### config.mk
export PLATFORM = sky130hd
export DESIGN_NAME = wdt_reset_status
export DESIGN_NICKNAME = d
export VERILOG_FILES = /design/src/shared/wdt_pkg.sv /design/src/core/wdt_osc_counter.sv /design/src/core/wdt_reset_status.sv
export SDC_FILE = /design/constraint.sdc
export NUM_CORES = 1
export LEC_CHECK = 0
export BUFFER_PORTS_ARGS = -buffer_cell sky130_fd_sc_hd__clkbuf_2
export CORE_MARGIN = 2
export CORE_UTILIZATION = 30
export CTS_CLUSTER_DIAMETER = 200
export DETAILED_ROUTE_END_ITERATION = 12
export SYNTH_ARGS = -nofsm -noshare
export SYNTH_HDL_FRONTEND = slang
export SYNTH_SLANG_ARGS = --single-unit
### constraint.sdc
create_clock -name aclk -period 5 [get_ports aclk]
set_clock_uncertainty 0.1 [all_clocks]
set_input_delay 0.5 -clock aclk [delete_from_list [all_inputs] [get_ports aclk]]
set_output_delay 0.5 -clock aclk [all_outputs]
set_load 0.005 [all_outputs]
### src/shared/wdt_pkg.sv
// Purpose: shared constants for the watchdog and reset-cause block
// Assumes: AXI4-Lite, 32-bit data, byte addresses, one clock
// Notes:   offsets are byte addresses of one aligned word each
package wdt_pkg;

    // =====================================================================
    // bus
    localparam int          ADDR_W        = 12;
    localparam int          DATA_W        = 32;
    localparam logic [11:0] OFF_STATUS    = 12'h034;
    localparam logic [11:0] OFF_CTRL      = 12'h060;
    localparam logic [1:0]  RESP_OKAY     = 2'h0;
    localparam logic [1:0]  RESP_SLVERR   = 2'h2;

    // =====================================================================
    // reset_cause_status fields
    localparam int          ST_WD_SEEN    = 3;
    localparam int          ST_BROWNOUT   = 2;
    localparam int          ST_PIN_RESET  = 1;
    localparam int          ST_POWERUP    = 0;

    // =====================================================================
    // watchdog_control fields
    localparam int          CT_IRQ_FLAG   = 7;
    localparam int          CT_IRQ_EN     = 6;
    localparam int          CT_SEL3       = 5;
    localparam int          CT_UNLOCK     = 4;
    localparam int          CT_RST_EN     = 3;
    localparam logic [7:0]  CTRL_RESET    = 8'h00;

    // =====================================================================
    // timing
    localparam logic [2:0]  UNLOCK_CYCLES = 3'h4;
    localparam int          CNT_W         = 27;
    localparam int          BASE_OSC_CYC  = 2048;

    typedef enum logic [1:0] {
        MODE_STOP = 2'b00,
        MODE_IRQ  = 2'b01,
        MODE_RST  = 2'b10,
        MODE_BOTH = 2'b11
    } wd_mode_t;

endpackage : wdt_pkg

### src/core/wdt_osc_counter.sv
// Purpose: time-out counter running on sampled slow-oscillator ticks
// Assumes: tick is a one-cycle pulse per oscillator period
// Notes:   count at or past the limit minus one expires on the next tick
`timescale 1ns/1ns
module wdt_osc_counter
    import wdt_pkg::*;
#(
    parameter logic [CNT_W-1:0] BASE_CYCLES = CNT_W'(BASE_OSC_CYC)
) (
    // clock and reset
    input  wire logic       aclk,
    input  wire logic       aresetn,
    // control
    input  wire logic       tick,
    input  wire logic       restart,
    input  wire logic       run,
    input  wire logic [3:0] sel,
    // result
    output logic            expire_q
);

    logic [CNT_W-1:0] cnt_q;
    logic [CNT_W-1:0] limit;

    assign limit = BASE_CYCLES << sel;

    // shorter period chosen mid-count: a count already past expires next tick
    always_ff @(posedge aclk) begin
        if (!aresetn || restart || !run) begin
            cnt_q    <= '0;
            expire_q <= 1'b0;
        end else if (tick) begin
            if (cnt_q >= limit - CNT_W'(1)) begin
                cnt_q    <= '0;
                expire_q <= 1'b1;
            end else begin
                cnt_q    <= cnt_q + CNT_W'(1);
                expire_q <= 1'b0;
            end
        end else begin
            expire_q <= 1'b0;
        end
    end

endmodule : wdt_osc_counter

### src/core/wdt_reset_status.sv
// Purpose: watchdog control and reset-cause status behind AXI4-Lite
// Assumes: aresetn is the power-on reset; other reset sources are pulses
// Notes:   oscillator input sampled on aclk, rising edge is one tick
//
// The implementer's own choice: register access over AXI4-Lite.
`timescale 1ns/1ns
module wdt_reset_status
    import wdt_pkg::*;
#(
    parameter logic [CNT_W-1:0] BASE_CYCLES = CNT_W'(BASE_OSC_CYC)
) (
    // clock and reset
    input  wire logic              aclk,
    input  wire logic              aresetn,
    // axi4-lite write address
    input  wire logic              s_axi_awvalid,
    output logic                   s_axi_awready,
    input  wire logic [ADDR_W-1:0] s_axi_awaddr,
    // axi4-lite write data
    input  wire logic              s_axi_wvalid,
    output logic                   s_axi_wready,
    input  wire logic [DATA_W-1:0] s_axi_wdata,
    input  wire logic [3:0]        s_axi_wstrb,
    // axi4-lite write response
    output logic                   s_axi_bvalid,
    input  wire logic              s_axi_bready,
    output logic [1:0]             s_axi_bresp,
    // axi4-lite read address
    input  wire logic              s_axi_arvalid,
    output logic                   s_axi_arready,
    input  wire logic [ADDR_W-1:0] s_axi_araddr,
    // axi4-lite read data
    output logic                   s_axi_rvalid,
    input  wire logic              s_axi_rready,
    output logic [DATA_W-1:0]      s_axi_rdata,
    output logic [1:0]             s_axi_rresp,
    // cpu side
    input  wire logic              cpu_gie,
    input  wire logic              irq_taken,
    input  wire logic              wdr_restart,
    output logic                   timeout_irq_req,
    // reset sources and fuse
    input  wire logic              always_on_fuse,
    input  wire logic              brownout_event,
    input  wire logic              pin_reset_event,
    input  wire logic              wd_osc,
    output logic                   wd_system_reset
);

    // =====================================================================
    // bus write side
    logic              aw_held_q;
    logic              w_held_q;
    logic [ADDR_W-1:0] waddr_q;
    logic [7:0]        wdata_q;
    logic              wstrb0_q;
    logic              do_write;
    logic              wr_ctrl;
    logic              wr_stat;

    assign do_write = aw_held_q && w_held_q && !s_axi_bvalid;
    assign wr_ctrl  = do_write && wstrb0_q && (waddr_q == OFF_CTRL);
    assign wr_stat  = do_write && wstrb0_q && (waddr_q == OFF_STATUS);

    always_ff @(posedge aclk) begin
        if (!aresetn) begin
            aw_held_q     <= 1'b0;
            w_held_q      <= 1'b0;
            waddr_q       <= '0;
            wdata_q       <= 8'h00;
            wstrb0_q      <= 1'b0;
            s_axi_awready <= 1'b0;
            s_axi_wready  <= 1'b0;
            s_axi_bvalid  <= 1'b0;
            s_axi_bresp   <= RESP_OKAY;
        end else begin
            if (s_axi_awvalid && s_axi_awready) begin
                aw_held_q     <= 1'b1;
                waddr_q       <= s_axi_awaddr;
                s_axi_awready <= 1'b0;
            end else if (!aw_held_q && !s_axi_bvalid) begin
                s_axi_awready <= 1'b1;
            end
            if (s_axi_wvalid && s_axi_wready) begin
                w_held_q     <= 1'b1;
                wdata_q      <= s_axi_wdata[7:0];
                wstrb0_q     <= s_axi_wstrb[0];
                s_axi_wready <= 1'b0;
            end else if (!w_held_q && !s_axi_bvalid) begin
                s_axi_wready <= 1'b1;
            end
            if (do_write) begin
                aw_held_q    <= 1'b0;
                w_held_q     <= 1'b0;
                s_axi_bvalid <= 1'b1;
                if (waddr_q == OFF_CTRL || waddr_q == OFF_STATUS) begin
                    s_axi_bresp <= RESP_OKAY;
                end else begin
                    s_axi_bresp <= RESP_SLVERR;
                end
            end else if (s_axi_bvalid && s_axi_bready) begin
                s_axi_bvalid <= 1'b0;
            end
        end
    end

    // =====================================================================
    // watchdog state
    logic       wd_reset_seen_flag_q;
    logic       brownout_seen_flag_q;
    logic       pin_reset_seen_flag_q;
    logic       powerup_seen_flag_q;
    logic       timeout_irq_flag_q;
    logic       timeout_irq_enable_q;
    logic       timeout_reset_enable_q;
    logic [3:0] sel_q;
    logic [2:0] unlock_cnt_q;
    logic       osc_q;
    logic       tick;
    logic       expire;
    logic       fire;
    logic       set_irq_flag;
    logic       int_reset;
    logic       unlock_open;
    logic       unlock_start;
    logic       rst_en_eff;
    logic       irq_en_eff;
    logic [3:0] wsel;
    logic [3:0] st_clr;
    wd_mode_t   mode;

    assign unlock_open  = (unlock_cnt_q != 3'h0);
    assign unlock_start = wr_ctrl && wdata_q[CT_UNLOCK] && wdata_q[CT_RST_EN];
    assign rst_en_eff   = timeout_reset_enable_q || wd_reset_seen_flag_q || always_on_fuse;
    assign irq_en_eff   = timeout_irq_enable_q && !always_on_fuse;
    assign st_clr       = {4{wr_stat}} & ~wdata_q[3:0];
    assign wsel         = {wdata_q[CT_SEL3], wdata_q[2:0]};
    assign int_reset    = wd_system_reset || brownout_event || pin_reset_event;
    assign tick         = wd_osc && !osc_q;

    always_comb begin
        if (always_on_fuse) begin
            mode = MODE_RST;
        end else begin
            mode = wd_mode_t'({rst_en_eff, timeout_irq_enable_q});
        end
    end

    // time-out action per mode
    always_comb begin
        fire         = 1'b0;
        set_irq_flag = 1'b0;
        if (expire) begin
            case (mode)
                MODE_IRQ: begin
                    set_irq_flag = 1'b1;
                end
                MODE_RST: begin
                    fire = 1'b1;
                end
                MODE_BOTH: begin
                    if (timeout_irq_flag_q) begin
                        fire = 1'b1;
                    end else begin
                        set_irq_flag = 1'b1;
                    end
                end
                default: begin
                    fire = 1'b0;
                end
            endcase
        end
    end

    always_ff @(posedge aclk) begin
        if (!aresetn) begin
            osc_q <= 1'b0;
        end else begin
            osc_q <= wd_osc;
        end
    end

    wdt_osc_counter #(
        .BASE_CYCLES (BASE_CYCLES)
    ) u_counter (
        .aclk     (aclk),
        .aresetn  (aresetn),
        .tick     (tick),
        .restart  (wdr_restart || int_reset),
        .run      (mode != MODE_STOP),
        .sel      (sel_q),
        .expire_q (expire)
    );

    // =====================================================================
    // reset-cause flags: hardware set wins over a written zero
    always_ff @(posedge aclk) begin
        if (!aresetn) begin
            wd_reset_seen_flag_q  <= 1'b0;
            brownout_seen_flag_q  <= 1'b0;
            pin_reset_seen_flag_q <= 1'b0;
            powerup_seen_flag_q   <= 1'b1;
        end else begin
            wd_reset_seen_flag_q  <= fire || (wd_reset_seen_flag_q && !st_clr[ST_WD_SEEN]);
            brownout_seen_flag_q  <= brownout_event || (brownout_seen_flag_q && !st_clr[ST_BROWNOUT]);
            pin_reset_seen_flag_q <= pin_reset_event || (pin_reset_seen_flag_q && !st_clr[ST_PIN_RESET]);
            powerup_seen_flag_q   <= powerup_seen_flag_q && !st_clr[ST_POWERUP];
        end
    end

    // =====================================================================
    // control register
    always_ff @(posedge aclk) begin
        if (!aresetn || int_reset) begin
            unlock_cnt_q <= 3'h0;
        end else if (unlock_start) begin
            unlock_cnt_q <= UNLOCK_CYCLES;
        end else if (wr_ctrl && unlock_open) begin
            unlock_cnt_q <= 3'h0;
        end else if (unlock_open) begin
            unlock_cnt_q <= unlock_cnt_q - 3'h1;
        end
    end

    always_ff @(posedge aclk) begin
        if (!aresetn || int_reset) begin
            timeout_reset_enable_q <= CTRL_RESET[CT_RST_EN];
            sel_q                  <= {CTRL_RESET[CT_SEL3], CTRL_RESET[2:0]};
        end else if (wr_ctrl && unlock_open && !wdata_q[CT_UNLOCK]) begin
            timeout_reset_enable_q <= wdata_q[CT_RST_EN] || wd_reset_seen_flag_q;
            sel_q                  <= wsel;
        end else if (wr_ctrl) begin
            timeout_reset_enable_q <= timeout_reset_enable_q || wdata_q[CT_RST_EN] || wd_reset_seen_flag_q;
            sel_q                  <= sel_q | wsel;
        end else if (wd_reset_seen_flag_q) begin
            timeout_reset_enable_q <= 1'b1;
        end
    end

    // vector clears only the flag in irq mode, both bits in combined mode
    always_ff @(posedge aclk) begin
        if (!aresetn || int_reset) begin
            timeout_irq_enable_q <= CTRL_RESET[CT_IRQ_EN];
            timeout_irq_flag_q   <= CTRL_RESET[CT_IRQ_FLAG];
        end else begin
            if (irq_taken && mode == MODE_BOTH) begin
                timeout_irq_enable_q <= 1'b0;
            end else if (wr_ctrl) begin
                timeout_irq_enable_q <= wdata_q[CT_IRQ_EN];
            end
            if (set_irq_flag) begin
                timeout_irq_flag_q <= 1'b1;
            end else if (irq_taken || (wr_ctrl && wdata_q[CT_IRQ_FLAG])) begin
                timeout_irq_flag_q <= 1'b0;
            end
        end
    end

    always_ff @(posedge aclk) begin
        if (!aresetn) begin
            timeout_irq_req <= 1'b0;
            wd_system_reset <= 1'b0;
        end else begin
            timeout_irq_req <= timeout_irq_flag_q && irq_en_eff && cpu_gie;
            wd_system_reset <= fire;
        end
    end

    // =====================================================================
    // bus read side
    logic [7:0] ctrl_view;

    assign ctrl_view = {timeout_irq_flag_q, irq_en_eff, sel_q[3], unlock_open, rst_en_eff, sel_q[2:0]};

    always_ff @(posedge aclk) begin
        if (!aresetn) begin
            s_axi_arready <= 1'b0;
            s_axi_rvalid  <= 1'b0;
            s_axi_rdata   <= '0;
            s_axi_rresp   <= RESP_OKAY;
        end else if (s_axi_arvalid && s_axi_arready) begin
            s_axi_arready <= 1'b0;
            s_axi_rvalid  <= 1'b1;
            if (s_axi_araddr == OFF_STATUS) begin
                s_axi_rdata <= {28'h0000000, wd_reset_seen_flag_q, brownout_seen_flag_q,
                                pin_reset_seen_flag_q, powerup_seen_flag_q};
                s_axi_rresp <= RESP_OKAY;
            end else if (s_axi_araddr == OFF_CTRL) begin
                s_axi_rdata <= {24'h000000, ctrl_view};
                s_axi_rresp <= RESP_OKAY;
            end else begin
                s_axi_rdata <= '0;
                s_axi_rresp <= RESP_SLVERR;
            end
        end else if (s_axi_rvalid && s_axi_rready) begin
            s_axi_rvalid  <= 1'b0;
        end else if (!s_axi_rvalid) begin
            s_axi_arready <= 1'b1;
        end
    end
endmodule : wdt_reset_status

## Yosys cells after proc, flatten, opt, wreduce, memory -nomap -nowiden

Index checks and enable logic that the tools add are counted.

- Register bits after elaboration: 109
- Bits of input ports: 74
- Output and inout port bits: 43
- Logic and storage cells: 145

- Add/sub/neg operators: 3
- Order comparisons: 1
- Equality and inequality tests: 7
- Shift-type cells: 1
- Multiplexer cells: 28
- Bitwise gates (word level): 7
- Reduce and logical (&&, ||, !) cells: 70

Operator list:

| cell | count |
|---|---|
| adder 27 x 1 -> 27 bit, second input constant | 1 |
| >= comparator 27 bit | 1 |
| 2-to-1 mux 27 bit | 1 |
| left shift 12 x 4 -> 27 bit, first input constant | 1 |
| subtractor 27 x 1 -> 27 bit, second input constant | 1 |
| logical AND 1 bit | 26 |
| == test 12 x 6 -> 1 bit, second input constant | 2 |
| == test 12 x 7 -> 1 bit, second input constant | 2 |
| logical OR 1 bit | 16 |
| 2-to-1 mux 8 bit | 2 |
| 2-to-1 mux 1 bit | 14 |
| zero test 1 bit | 12 |
| OR reduction 2 bit | 6 |
| nonzero test 2 bit | 5 |
| 2-to-1 mux 3 bit | 3 |
| nonzero test 3 bit | 3 |
| 2-to-1 mux 2 bit | 4 |
| 2-to-1 mux 4 bit | 2 |
| bitwise AND 4 bit | 1 |
| == test 2 bit, second input constant | 2 |
| NOT 1 bit | 4 |
| NOT 4 bit | 1 |
| bitwise OR 4 bit | 1 |
| case mux 1 bit (2 select lines) | 2 |
| other kinds (4) | 4 |

## Longest topological paths before layout

Gate-level depths: netlist of run 1.

- Depth after elaboration: 8
- Gate-level depth with buffers: 15

## Cells and area by module

From an unflattened synthesis of run 1, not the netlist that was laid out.

- Cells, all modules: 554
- Area total of the unflattened synthesis: 4642.0 sq um

Modules (own cells, without submodules):

| module | instances | cells each | area each (sq um) |
|---|---|---|---|
| wdt_reset_status | 1 | 296 | 2551.2 |
| wdt_osc_counter | 1 | 258 | 2090.8 |

## Worst setup path before layout of run 1

OpenSTA, ideal clock, no wires.

- Path type: reg-to-reg
- Start: register sel_q[0]
- End: register u_counter.cnt_q[17]
- Library setup time: 0.118 ns
- Data arrival time: 3.240 ns
- Slack: 1.542 ns
- Stages on the path, launching flop included: 16
- Path buffers: 1
- Clock period less this slack: 3.458 ns
- Cells stage by stage: dfxtp_1 -> or2_2 -> or3_1 -> ha_1 -> or2_2 -> o21ai_0 -> a22o_1 -> a21oi_1 -> ha_1 -> nand2_1 -> or3_1 -> nor3_1 -> a211oi_1 -> o21ai_1 -> buf_2 -> nor2_1

- Longest elaborated chain between the ends: 4

RTL lines:

| what | line | text |
|---|---|---|
| from (decl) | wdt_reset_status.sv:116 | `logic [3:0] sel_q;` |
| from (signal assigned) | wdt_reset_status.sv:228 | `sel_q <= {CTRL_RESET[CT_SEL3], CTRL_RESET[2:0]};` |
| from (signal assigned) | wdt_reset_status.sv:231 | `sel_q <= wsel;` |
| from (signal assigned) | wdt_reset_status.sv:234 | `sel_q <= sel_q \| wsel;` |
| left shift 12 x 4 -> 27 bit | wdt_osc_counter.sv:25 | `assign limit = BASE_CYCLES << sel;` |
| subtractor 27 x 1 -> 27 bit | wdt_osc_counter.sv:33 | `if (cnt_q >= limit - CNT_W'(1)) begin` |
| >= comparator 27 bit | wdt_osc_counter.sv:33 |  |
| 2-to-1 mux 27 bit | wdt_osc_counter.sv:33 |  |
| to (signal assigned) | wdt_osc_counter.sv:37 | `cnt_q <= cnt_q + CNT_W'(1);` |
| to (decl) | wdt_osc_counter.sv:22 | `logic [CNT_W-1:0] cnt_q;` |

Every way passes these cells.
A chain may end at the register's enable or synchronous reset.

## Final worst setup path of run 1

- Start: register sel_q[1]
- End: register u_counter.cnt_q[9]

The elaborated chain is that of the path after synthesis.

==> results of run 1 <==
cell usage after synthesis (all sizes together) (6+ instances only):
cell type  number
nor3           16
o21a            9
nor3b           6
xor2           15
dfxtp          83
inv             6
o21ai          11
a21oi          18
a21boi         26
buf            31
nor2b           9
nand2          80
nand3          22
ha             20
nand4          11
xnor2           8
nor2           57
clkbuf         14
worst paths after layout:
| check | startpoint | to | slack [ns] | cells after the start |
|---|---|---|---|---|
| worst max-delay path | sel_q[1] | u_counter.cnt_q[9] | 0.81 | 16 |
| worst min-delay path | brownout_event | brownout_seen_flag_q | 0.28 | 2 |
| worst max register to register | sel_q[1] | u_counter.cnt_q[9] | 0.81 | 16 |
| worst min register to register | waddr_q[11] | waddr_q[11] | 0.37 | 2 |
worst register-to-register path: stages (launching register included):
cell      delay [ns]
dfxtp_1         0.45
or2_2           0.38
or3_1           0.35
ha_1            0.28
or2_2           0.32
o21ai_0         0.15
a22o_1          0.14
a21oi_1         0.08
ha_1            0.31
nand2_1         0.06
or3_1           0.37
nor3_1          0.25
a211oi_1        0.13
buf_4           0.19
o21ai_1         0.13
buf_4           0.27
nor2_1          0.10
area by class of cell:
type	count	area, um2
fill	1408	8922
sequential	83	1662
clock inverter	7	83.83
inverter	6	22.52
clock buffer	9	225.2
tap	180	225.2
multi-input combinational	396	2356
timing repair buffer	65	330.3
cell families after synthesis:
kind of cell	count (synthesis)	synth area share
and+or+nand+nor	238	0.2853
AOI/OAI and AO/OA	87	0.1397
DFF	83	0.3938
buffers and inverters	51	0.06999
xor gates and xnor gates	23	0.04775
adders and majority gates	20	0.05931
other	2	0.001780
muxes	1	0.002373
flip-flops by register name, summed over array words and instances (netlist names), 3 cells and up:
| name | cells |
|---|---|
| wdata_q | 8 |
| unlock_cnt_q | 3 |
| s_axi_rdata | 8 |
| sel_q | 4 |
| waddr_q | 12 |
| u_counter.cnt_q | 27 |
per-stage QoR:
step / util / hold slack, ns
after floorplan: - / 0.3394
after global placement: 0.3324 / 0.3544
after detailed placement: 0.3324 / 0.3613
after CTS: 0.3547 / 0.2689
after global routing: 0.3547 / 0.2884
final: 0.3547 / 0.2769
routing by layer:
layer	up-vias	share of wire	GRT usage
met3	13	0.072	0.04693
met4	0	0.018	0.04885
met5	-	0	0
met1	1596	0.44	0.1576
met2	94	0.47	0.2160
li1	1811	-	-
power groups by stage:
stage	combinational, W	sequential [W]	clock [W]
after global placement	0.0000861	0.000706	0
after detailed placement	0.0000885	0.000707	0
final	0.0000876	0.000692	0.000686
after CTS	0.0000889	0.000692	0.000702
after floorplan	0.0000676	0.000704	0
after global routing	0.000102	0.000694	0.000729
==> flow_metrics.env, run 1 <==
export IMPL_outcome="completed"
export IMPL_arrival_ns=4.31
export IMPL_worstSetupEndpointType="flop"
export IMPL_cts_max_path_buffers=2
export IMPL_cts_hold_buf=0
export IMPL_grt_pass1_vias=3294
export IMPL_fin_ws_ns=0.8078
export IMPL_crit_family="simple AND/OR/NAND/NOR gates"
export IMPL_firstDrtPassIters=4
export IMPL_post_route_period_util=0.8384
export IMPL_synth_area_per_cell_um2=8.355
export IMPL_yosys_area_top_type="dfxtp_1"
export IMPL_cts_tree="done"
export IMPL_slew_headroom=0.4540
export IMPL_grt_pass1_wl_mm=15.56
export IMPL_synth_edf_count=0
export IMPL_ys_types=53
export IMPL_final_area_um2=4905
export IMPL_synthFlopType="dfxtp_1"
export IMPL_die_area_um2=15030
export IMPL_tightest_slew_ns=0.8168
export IMPL_fin_nets=655
export IMPL_antenna_cells=0
export IMPL_power_frac_seq=0.472
export IMPL_start_util=0.3051
export IMPL_ys_async_sr_fraction=0
export IMPL_fin_crit_ns=4.192
export IMPL_criticalPathCategory="flop to flop"
export IMPL_clock_latency_ns=0.34
export IMPL_portBuffers=63
export IMPL_layout_commonest_cell="dfxtp_1"
export IMPL_maxSlewViolCount=0
export IMPL_synth_top_area_frac=0.3938
export IMPL_drt_total_wl_mm=9.300
export IMPL_rows=43
export IMPL_powerDensity_nw_per_um2=298.8
export IMPL_cts_num_sinks=83
export IMPL_min_path_type="input pin to flop"
export IMPL_swShare=0.2389
export IMPL_die_y_um=122.6
export IMPL_cts_max_level=3
export IMPL_hold_violations=0
export IMPL_critPathMaxStageDelay_ns=0.45
export IMPL_dp_slack_ns=0.9240
export IMPL_antenna_found_initial=0
export IMPL_avgRoutedWirePerCell_um=12.47
export IMPL_die_w_um=122.6
export IMPL_path_max_fanout=21
export IMPL_p_leak_nw=1.876
export IMPL_grt_start_max_net_pins=46
export IMPL_netlist_top_cells_area="dfxtp_1 39%, nand2_1 7.1%, ha_1 5.9%"
export IMPL_p_total_w=0.001465
export IMPL_cp_num_buf_inv=2
export IMPL_grt_total_usage=0.1315
export IMPL_vdd_ir_drop_worst_mv=0.2611
export IMPL_drt_first_iter_violations=213
export IMPL_comb_power_share=0.060
export IMPL_dp_cells=730
export IMPL_pin_count=117
export IMPL_fin_cells=746
export IMPL_gp_congestion=0.7770
export IMPL_ys_warn_count=0
export IMPL_area_growth_pct=16.25
export IMPL_drcViolationCount=0
export IMPL_cts_root_buf="clkbuf_16"
export IMPL_cp_required_ns=5.12
export IMPL_grt_overflow_total=0
export IMPL_synth_cells=505
export IMPL_synth_seq_cells=83
export IMPL_postCtsResizedCells=0
export IMPL_final_antenna_net_count=0
export IMPL_rsz0062_at_grt="no"
export IMPL_layout_drive_gt1_share=0.1714
export IMPL_p_sw_w=0.0003500
export IMPL_setup_viol=0
export IMPL_path_clk_slew_ns=0.07
export IMPL_drt_vias_per_instance=4.710
export IMPL_place_area_um2=4596
export IMPL_cts_buffers=9
export IMPL_drv_cap=0
export IMPL_clkPwrFrac=0.468
export IMPL_dpl_hpwl_mm=6.988
export IMPL_final_cell_mix="83 x dfxtp_1, 80 x nand2_1, 63 x clkbuf_2, 53 x nor2_1, 27 x conb_1"
export IMPL_max_freq_mhz=238.5
export IMPL_worstPathCellList="or2_2 -> or3_1 -> ha_1 -> or2_2 -> o21ai_0 -> a22o_1 -> a21oi_1 -> ha_1 -> nand2_1 -> or3_1 -> nor3_1 -> a211oi_1 -> buf_4 -> o21ai_1 -> buf_4 -> nor2_1"
export IMPL_cp_start_kind="flop"
export IMPL_post_cts_buffers=0
export IMPL_finalSetupTns_ns=0
export IMPL_core_area_um2=13830
export IMPL_netlist_area_um2=4219
export IMPL_route_vias_total=3514
export IMPL_seq_area_frac_synth=0.3938
export IMPL_crit_slowest_cell="dfxtp_1"
export IMPL_internal_power_w=0.001115
Note: power is estimated with default switching activity, not from simulation.
==> run 2: changes to the inputs <==
Clock period 5 ns to 3.8 ns, I/O delays scaled along.
==> run 2 against run 1 <==
Routed wire length rose by 3.5%. Non-clock buffer count is 10 higher. Sequential cell count unchanged. Sequential share of layout area is 0.61 points lower. Die area unchanged. Maximum frequency increased by 20%. Combinational power is 36% higher. Critical path type unchanged.
==> flow_metrics.env, run 2 (synthesis gave the netlist of run 1 again) <==
export IMPL_pin_count=117
export IMPL_criticalPathCategory="flop to flop"
export IMPL_path_clk_slew_ns=0.06
export IMPL_critPathMaxStageDelay_ns=0.38
export IMPL_cts_tree="done"
export IMPL_start_util=0.3051
export IMPL_worstPathCellList="or2_2 -> or3_1 -> ha_1 -> or2_2 -> o21ai_1 -> a22o_1 -> a21oi_1 -> ha_1 -> nand2_1 -> or3_4 -> o22ai_1 -> a211oi_2 -> o21ai_2 -> buf_6 -> nor2_1"
export IMPL_p_sw_w=0.0004225
export IMPL_grt_start_max_net_pins=45
export IMPL_arrival_ns=3.63
export IMPL_hold_ws_ns=0.1659
export IMPL_drt_total_wl_mm=9.627
export IMPL_p_leak_nw=1.913
export IMPL_drt_vias_per_instance=4.715
export IMPL_largestRegisters="u_counter.cnt_q (27), waddr_q (12)"
export IMPL_drv_cap=0
export IMPL_fin_ws_ns=0.2997
export IMPL_cts_max_path_buffers=2
export IMPL_grt_total_usage=0.1340
export IMPL_post_route_period_util=0.9211
export IMPL_power_frac_seq=0.499
export IMPL_drcViolationCount=0
export IMPL_antenna_cells=0
export IMPL_antenna_found_initial=0
export IMPL_cts_num_sinks=83
export IMPL_cts_buffers=9
export IMPL_maxSlewViolCount=0
export IMPL_avgRoutedWirePerCell_um=12.75
export IMPL_dp_slack_ns=0.1850
export IMPL_grt_overflow_total=0
export IMPL_fin_crit_ns=3.500
export IMPL_firstDrtPassIters=4
export IMPL_layout_drive_gt1_share=0.1913
export IMPL_cp_required_ns=3.93
export IMPL_largest_reg_flops=27
export IMPL_cts_root_buf="clkbuf_16"
export IMPL_setup_viol=0
export IMPL_portBuffers=63
export IMPL_dpl_hpwl_mm=7.255
export IMPL_die_area_um2=15030
export IMPL_core_area_um2=13830
export IMPL_gp_congestion=0.7695
export IMPL_hold_violations=0
export IMPL_final_cell_mix="83 x dfxtp_1, 80 x nand2_1, 63 x clkbuf_2, 53 x nor2_1, 27 x conb_1"
export IMPL_finalSetupTns_ns=0
export IMPL_powerDensity_nw_per_um2=365.4
export IMPL_vdd_ir_drop_worst_mv=0.1975
export IMPL_grt_pass1_wl_mm=15.93
export IMPL_max_freq_mhz=285.7
export IMPL_rows=43
export IMPL_die_w_um=122.6
export IMPL_cts_max_level=3
export IMPL_final_core_util=0.3612
export IMPL_outcome="completed"
export IMPL_final_antenna_net_count=0
export IMPL_layout_commonest_cell="dfxtp_1"
export IMPL_comb_power_share=0.065
export IMPL_drt_first_iter_violations=140
export IMPL_path_max_fanout=10
export IMPL_largest_register="u_counter.cnt_q"
export IMPL_tightest_slew_ns=0.7641
export IMPL_area_growth_pct=18.39
export IMPL_die_y_um=122.6
export IMPL_clkPwrFrac=0.436
export IMPL_crit_slowest_cell="or3_4"
export IMPL_min_path_type="input pin to flop"
export IMPL_fin_nets=665
export IMPL_cp_start_kind="flop"
export IMPL_rsz0062_at_grt="no"
export IMPL_internal_power_w=0.001403
export IMPL_route_vias_total=3560
export IMPL_grt_pass1_vias=3438
export IMPL_slew_headroom=0.4893
export IMPL_swShare=0.2315
export IMPL_clock_latency_ns=0.34
export IMPL_worstSetupEndpointType="flop"
## run 2: cell count changes in the layout (fill, tap and decap cells not counted), moves of 2 or more
cell | before | now
buf_4 | 2 | 9
buf_6 | 0 | 2
clkinvlp_4 | 0 | 3
inv_6 | 2 | 0
inv_8 | 2 | 0
## run 2: power by group through the flow
stage | combinational, W | clock, W | sequential [W]
floorplan | 0.0000889 | 0 | 0.000926
global placement | 0.000114 | 0 | 0.000929
detailed placement | 0.000117 | 0 | 0.000931
CTS | 0.000118 | 0.000816 | 0.000911
global route | 0.000138 | 0.000850 | 0.000914
finish | 0.000119 | 0.000795 | 0.000911
## run 2: area by class of cell
| class | count | area (um2) |
|---|---|---|
| Clock buffer | 11 | 242.7 |
| Timing Repair Buffer | 75 | 430.4 |
| Multi-Input combinational cell | 396 | 2385 |
| Inverter | 6 | 22.52 |
| Sequential cell | 83 | 1662 |
| Fill cell | 1436 | 8832 |
| Clock inverter | 4 | 27.53 |
| Tap cell | 180 | 225.2 |
## run 2: path summary, 6_finish.rpt
| kind | to | depth (start not counted) | start | slack, ns |
|---|---|---|---|---|
| setup / recovery | u_counter.cnt_q[24] | 15 | sel_q[0] | 0.30 |
| setup reg to reg | u_counter.cnt_q[24] | 15 | sel_q[0] | 0.30 |
| hold / removal | pin_reset_seen_flag_q | 2 | pin_reset_event | 0.17 |
| hold reg to reg | s_axi_rdata[5] | 2 | s_axi_rdata[5] | 0.36 |
## run 2: through the flow
step	std cells	total power (W)	instance area (um2)
6_report	755	0.001825	4995
3_3_place_gp	737	0.001044	4661
5_1_grt	755	0.001902	4995
4_1_cts	752	0.001845	4931
3_5_place_dp	737	0.001048	4661
2_1_floorplan	530	0.001015	4313
## run 2: repair_timing
action,in CTS,in global routing
buffers inserted,0,1
hold buffers,0,0
hold endpoints to repair,0,0
resized for setup,0,8
endpoints found under the setup margin,0,21
## run 2: metal layers
| layer | up-vias | part of all wire | global-route usage | routed length, um |
|---|---|---|---|---|
| li1 | 1828 | - | - | - |
| met1 | 1639 | 0.46 | 0.1624 | 4424 |
| met2 | 77 | 0.46 | 0.2191 | 4476 |
| met3 | 16 | 0.056 | 0.04879 | 538 |
| met4 | 0 | 0.019 | 0.04598 | 187 |
| met5 | - | 0 | 0 | 0 |
## run 2: critical path: cells and delay by family (launching register included)
family                   cells  cell delay (ns)
flip-flops                   1             0.30
adder cells (fa/ha/maj)      2             0.49
AND/OR/NAND/NOR              6             1.44
buffers and inverters        1             0.21
AO/OA/AOI/OAI                6             0.85
==> run 3: changes to the inputs <==
Settings changed: CELL_PAD_IN_SITES_DETAIL_PLACEMENT set to 0, CELL_PAD_IN_SITES_GLOBAL_PLACEMENT set to 1, PLACE_DENSITY_LB_ADDON set to 0.1.
==> run 3 against run 2 <==
Maximum frequency fell by 2.0%. Non-clock buffer count up 1. First-iteration DRC count rose by 4.3%. Clock power up 22%. Worst setup slack got worse by 0.070 ns. Total power rose by 9.5%. Critical path depth is the same. Sequential power barely moved. Count of clock-buffer cells in the layout down 1. Register-to-register slack worse by 0.07 ns. Design area rose by 1.3%. Routed wire length increased by 6.3%. Largest cell class unchanged.
==> flow_metrics.env, run 3 (synthesis gave the netlist of run 1 again) <==
export IMPL_outcome="completed"
export IMPL_start_util=0.3051
export IMPL_r2r_end="u_counter.cnt_q[15]"
export IMPL_firstDrtPassIters=4
export IMPL_max_freq_mhz=280.1
export IMPL_critPathLaunch="sel_q[0]"
export IMPL_cts_max_path_buffers=2
export IMPL_avgRoutedWirePerCell_um=13.50
export IMPL_grt_pass1_vias=3436
export IMPL_post_route_period_util=0.9397
export IMPL_gp_congestion=0.7447
export IMPL_drt_vias_per_instance=4.607
export IMPL_drv_cap=0
export IMPL_hp_start="s_axi_awaddr[9]"
export IMPL_cts_buffers=9
export IMPL_criticalPathCategory="flop to flop"
export IMPL_drcViolationCount=0
export IMPL_p_leak_nw=1.941
export IMPL_rows=43
export IMPL_die_w_um=122.6
export IMPL_arrival_ns=3.71
export IMPL_dp_cells=736
export IMPL_path_max_fanout=5
export IMPL_grt_start_max_net_pins=45
export IMPL_fillers=1477
export IMPL_route_vias_total=3492
export IMPL_drt_first_iter_violations=146
export IMPL_largestRegisters="u_counter.cnt_q (27), waddr_q (12)"
export IMPL_finalSetupTns_ns=0
export IMPL_area_growth_pct=19.87
export IMPL_slew_headroom=0.4185
export IMPL_r2r_cells=15
export IMPL_drt_total_wl_mm=10.24
export IMPL_fin_cells=758
export IMPL_worstSetupEndpointType="flop"
export IMPL_cts_max_level=3
export IMPL_largest_reg_flops=27
export IMPL_core_area_um2=13830
export IMPL_die_area_um2=15030
export IMPL_hold_violations=0
export IMPL_largest_register="u_counter.cnt_q"
export IMPL_final_antenna_net_count=0
export IMPL_setup_viol=0
export IMPL_grt_total_usage=0.1440
export IMPL_powerDensity_nw_per_um2=395.2
export IMPL_final_cell_mix="83 x dfxtp_1, 80 x nand2_1, 63 x clkbuf_2, 53 x nor2_1, 27 x conb_1"
export IMPL_grt_pass1_wl_mm=16.78
export IMPL_clock_latency_ns=0.35
export IMPL_min_path_type="input pin to flop"
export IMPL_rsz0062_at_grt="no"
export IMPL_holdPathEnd="waddr_q[9]"
export IMPL_vdd_ir_drop_worst_mv=0.2159
export IMPL_cp_start_kind="flop"
export IMPL_dpl_hpwl_mm=7.348
export IMPL_portBuffers=63
export IMPL_tightest_slew_ns=0.8700
export IMPL_r2r_start="sel_q[0]"
export IMPL_critPathMaxStageDelay_ns=0.42
export IMPL_path_clk_slew_ns=0.06
export IMPL_antenna_found_initial=0
export IMPL_layout_drive_gt1_share=0.1958
export IMPL_cts_hold_buf=0
export IMPL_worstPathCellList="or2_4 -> or3_4 -> ha_2 -> or2_2 -> a21oi_1 -> nor2_1 -> ha_1 -> nand4_1 -> or3_4 -> nor3_2 -> a211oi_2 -> o21ai_2 -> buf_4 -> buf_6 -> nor2_1"
export IMPL_grt_overflow_total=0
export IMPL_cp_required_ns=3.94
export IMPL_whs_path_depth=3
export IMPL_fin_nets=666
export IMPL_regToRegSetupSlack_ns=0.23
export IMPL_cts_root_buf="clkbuf_16"
export IMPL_crit_slowest_cell="or3_4"
export IMPL_pin_count=117
export IMPL_fin_crit_ns=3.571
export IMPL_cts_tree="done"
export IMPL_seqCellArea_um2=1662
export IMPL_die_y_um=122.6
export IMPL_cts_num_sinks=83
export IMPL_multi_input_area_um2=2385
export IMPL_layout_commonest_cell="dfxtp_1"
export IMPL_maxSlewViolCount=0
[run 3: cell types whose count changed in the layout (fill, tap and decap cells not counted), sizes merged]
| cell | change |
|---|---|
| inv | +3 |
| bufinv | +2 |
| clkinvlp | -2 |
| buf | +1 |
| clkbuf | -1 |
| clkinv | -1 |
| diode | +1 |
[run 3: area by class of cell]
cell class / count / share of cell area
clock inverters: 6 / 0.01856
clock buffers: 10 / 0.04527
well taps: 180 / 0.04453
repair buffers: 76 / 0.08659
inverters: 6 / 0.004453
diodes: 1 / 0.0004948
multi-input cells: 396 / 0.4715
flip-flops and latches: 83 / 0.3285
[run 3: metal layers]
layer | GRT usage | vias to the layer above | wire length [um]
met5 | 0 | - | 0
met4 | 0.04957 | 0 | 151
met3 | 0.04414 | 9 | 478
met2 | 0.2253 | 54 | 4662
met1 | 0.1878 | 1594 | 4942
li1 | - | 1835 | -
[run 3: worst max path at each step]
stage	cells past startpoint	endpoint	slack, ns
global route	15	u_counter.cnt_q[4]	0.05
finish	15	u_counter.cnt_q[15]	0.23
global placement	15	u_counter.cnt_q[26]	0.16
CTS	15	u_counter.cnt_q[19]	0.12
floorplan	15	u_counter.cnt_q[17]	0.34
detailed placement	15	u_counter.cnt_q[4]	0.16
[run 3: repair_timing]
item / in CTS / in global routing
gates resized for setup: 0 / 11
setup buffers: 0 / 2
endpoints found under the setup margin: 0 / 22
[run 3: where the power goes]
part           switching (W)  internal (W)  total [W]
clock               0.000385      0.000583   0.000969
sequential         0.0000164      0.000893   0.000910
combinational      0.0000661     0.0000545   0.000121
total               0.000468       0.00153    0.00200
[run 3: stage by stage]
| stage | area (um2) | util | hold slack [ns] | setup WS (ns) | total power, W |
|---|---|---|---|---|---|
| 6_report | 5057 | 0.3658 | 0.1581 | 0.2293 | 0.001999 |
| 5_1_grt | 5055 | 0.3656 | 0.1671 | 0.04856 | 0.002095 |
| 4_1_cts | 4976 | 0.3599 | 0.1425 | 0.1214 | 0.002033 |
| 3_5_place_dp | 4653 | 0.3365 | 0.3547 | 0.1563 | 0.001049 |
| 3_3_place_gp | 4653 | 0.3365 | 0.3496 | 0.1580 | 0.001047 |
| 2_1_floorplan | 4313 | - | 0.3394 | 0.3420 | 0.001015 |
[run 3: critical path, delay by kind of cell (launching register included)]
kind	cells	cell delay (ns)
flip-flops	1	0.31
AND/OR/NAND/NOR	8	1.74
AO/OA/AOI/OAI	3	0.53
buffers and inverters	2	0.28
adder cells (fa/ha/maj)	2	0.50
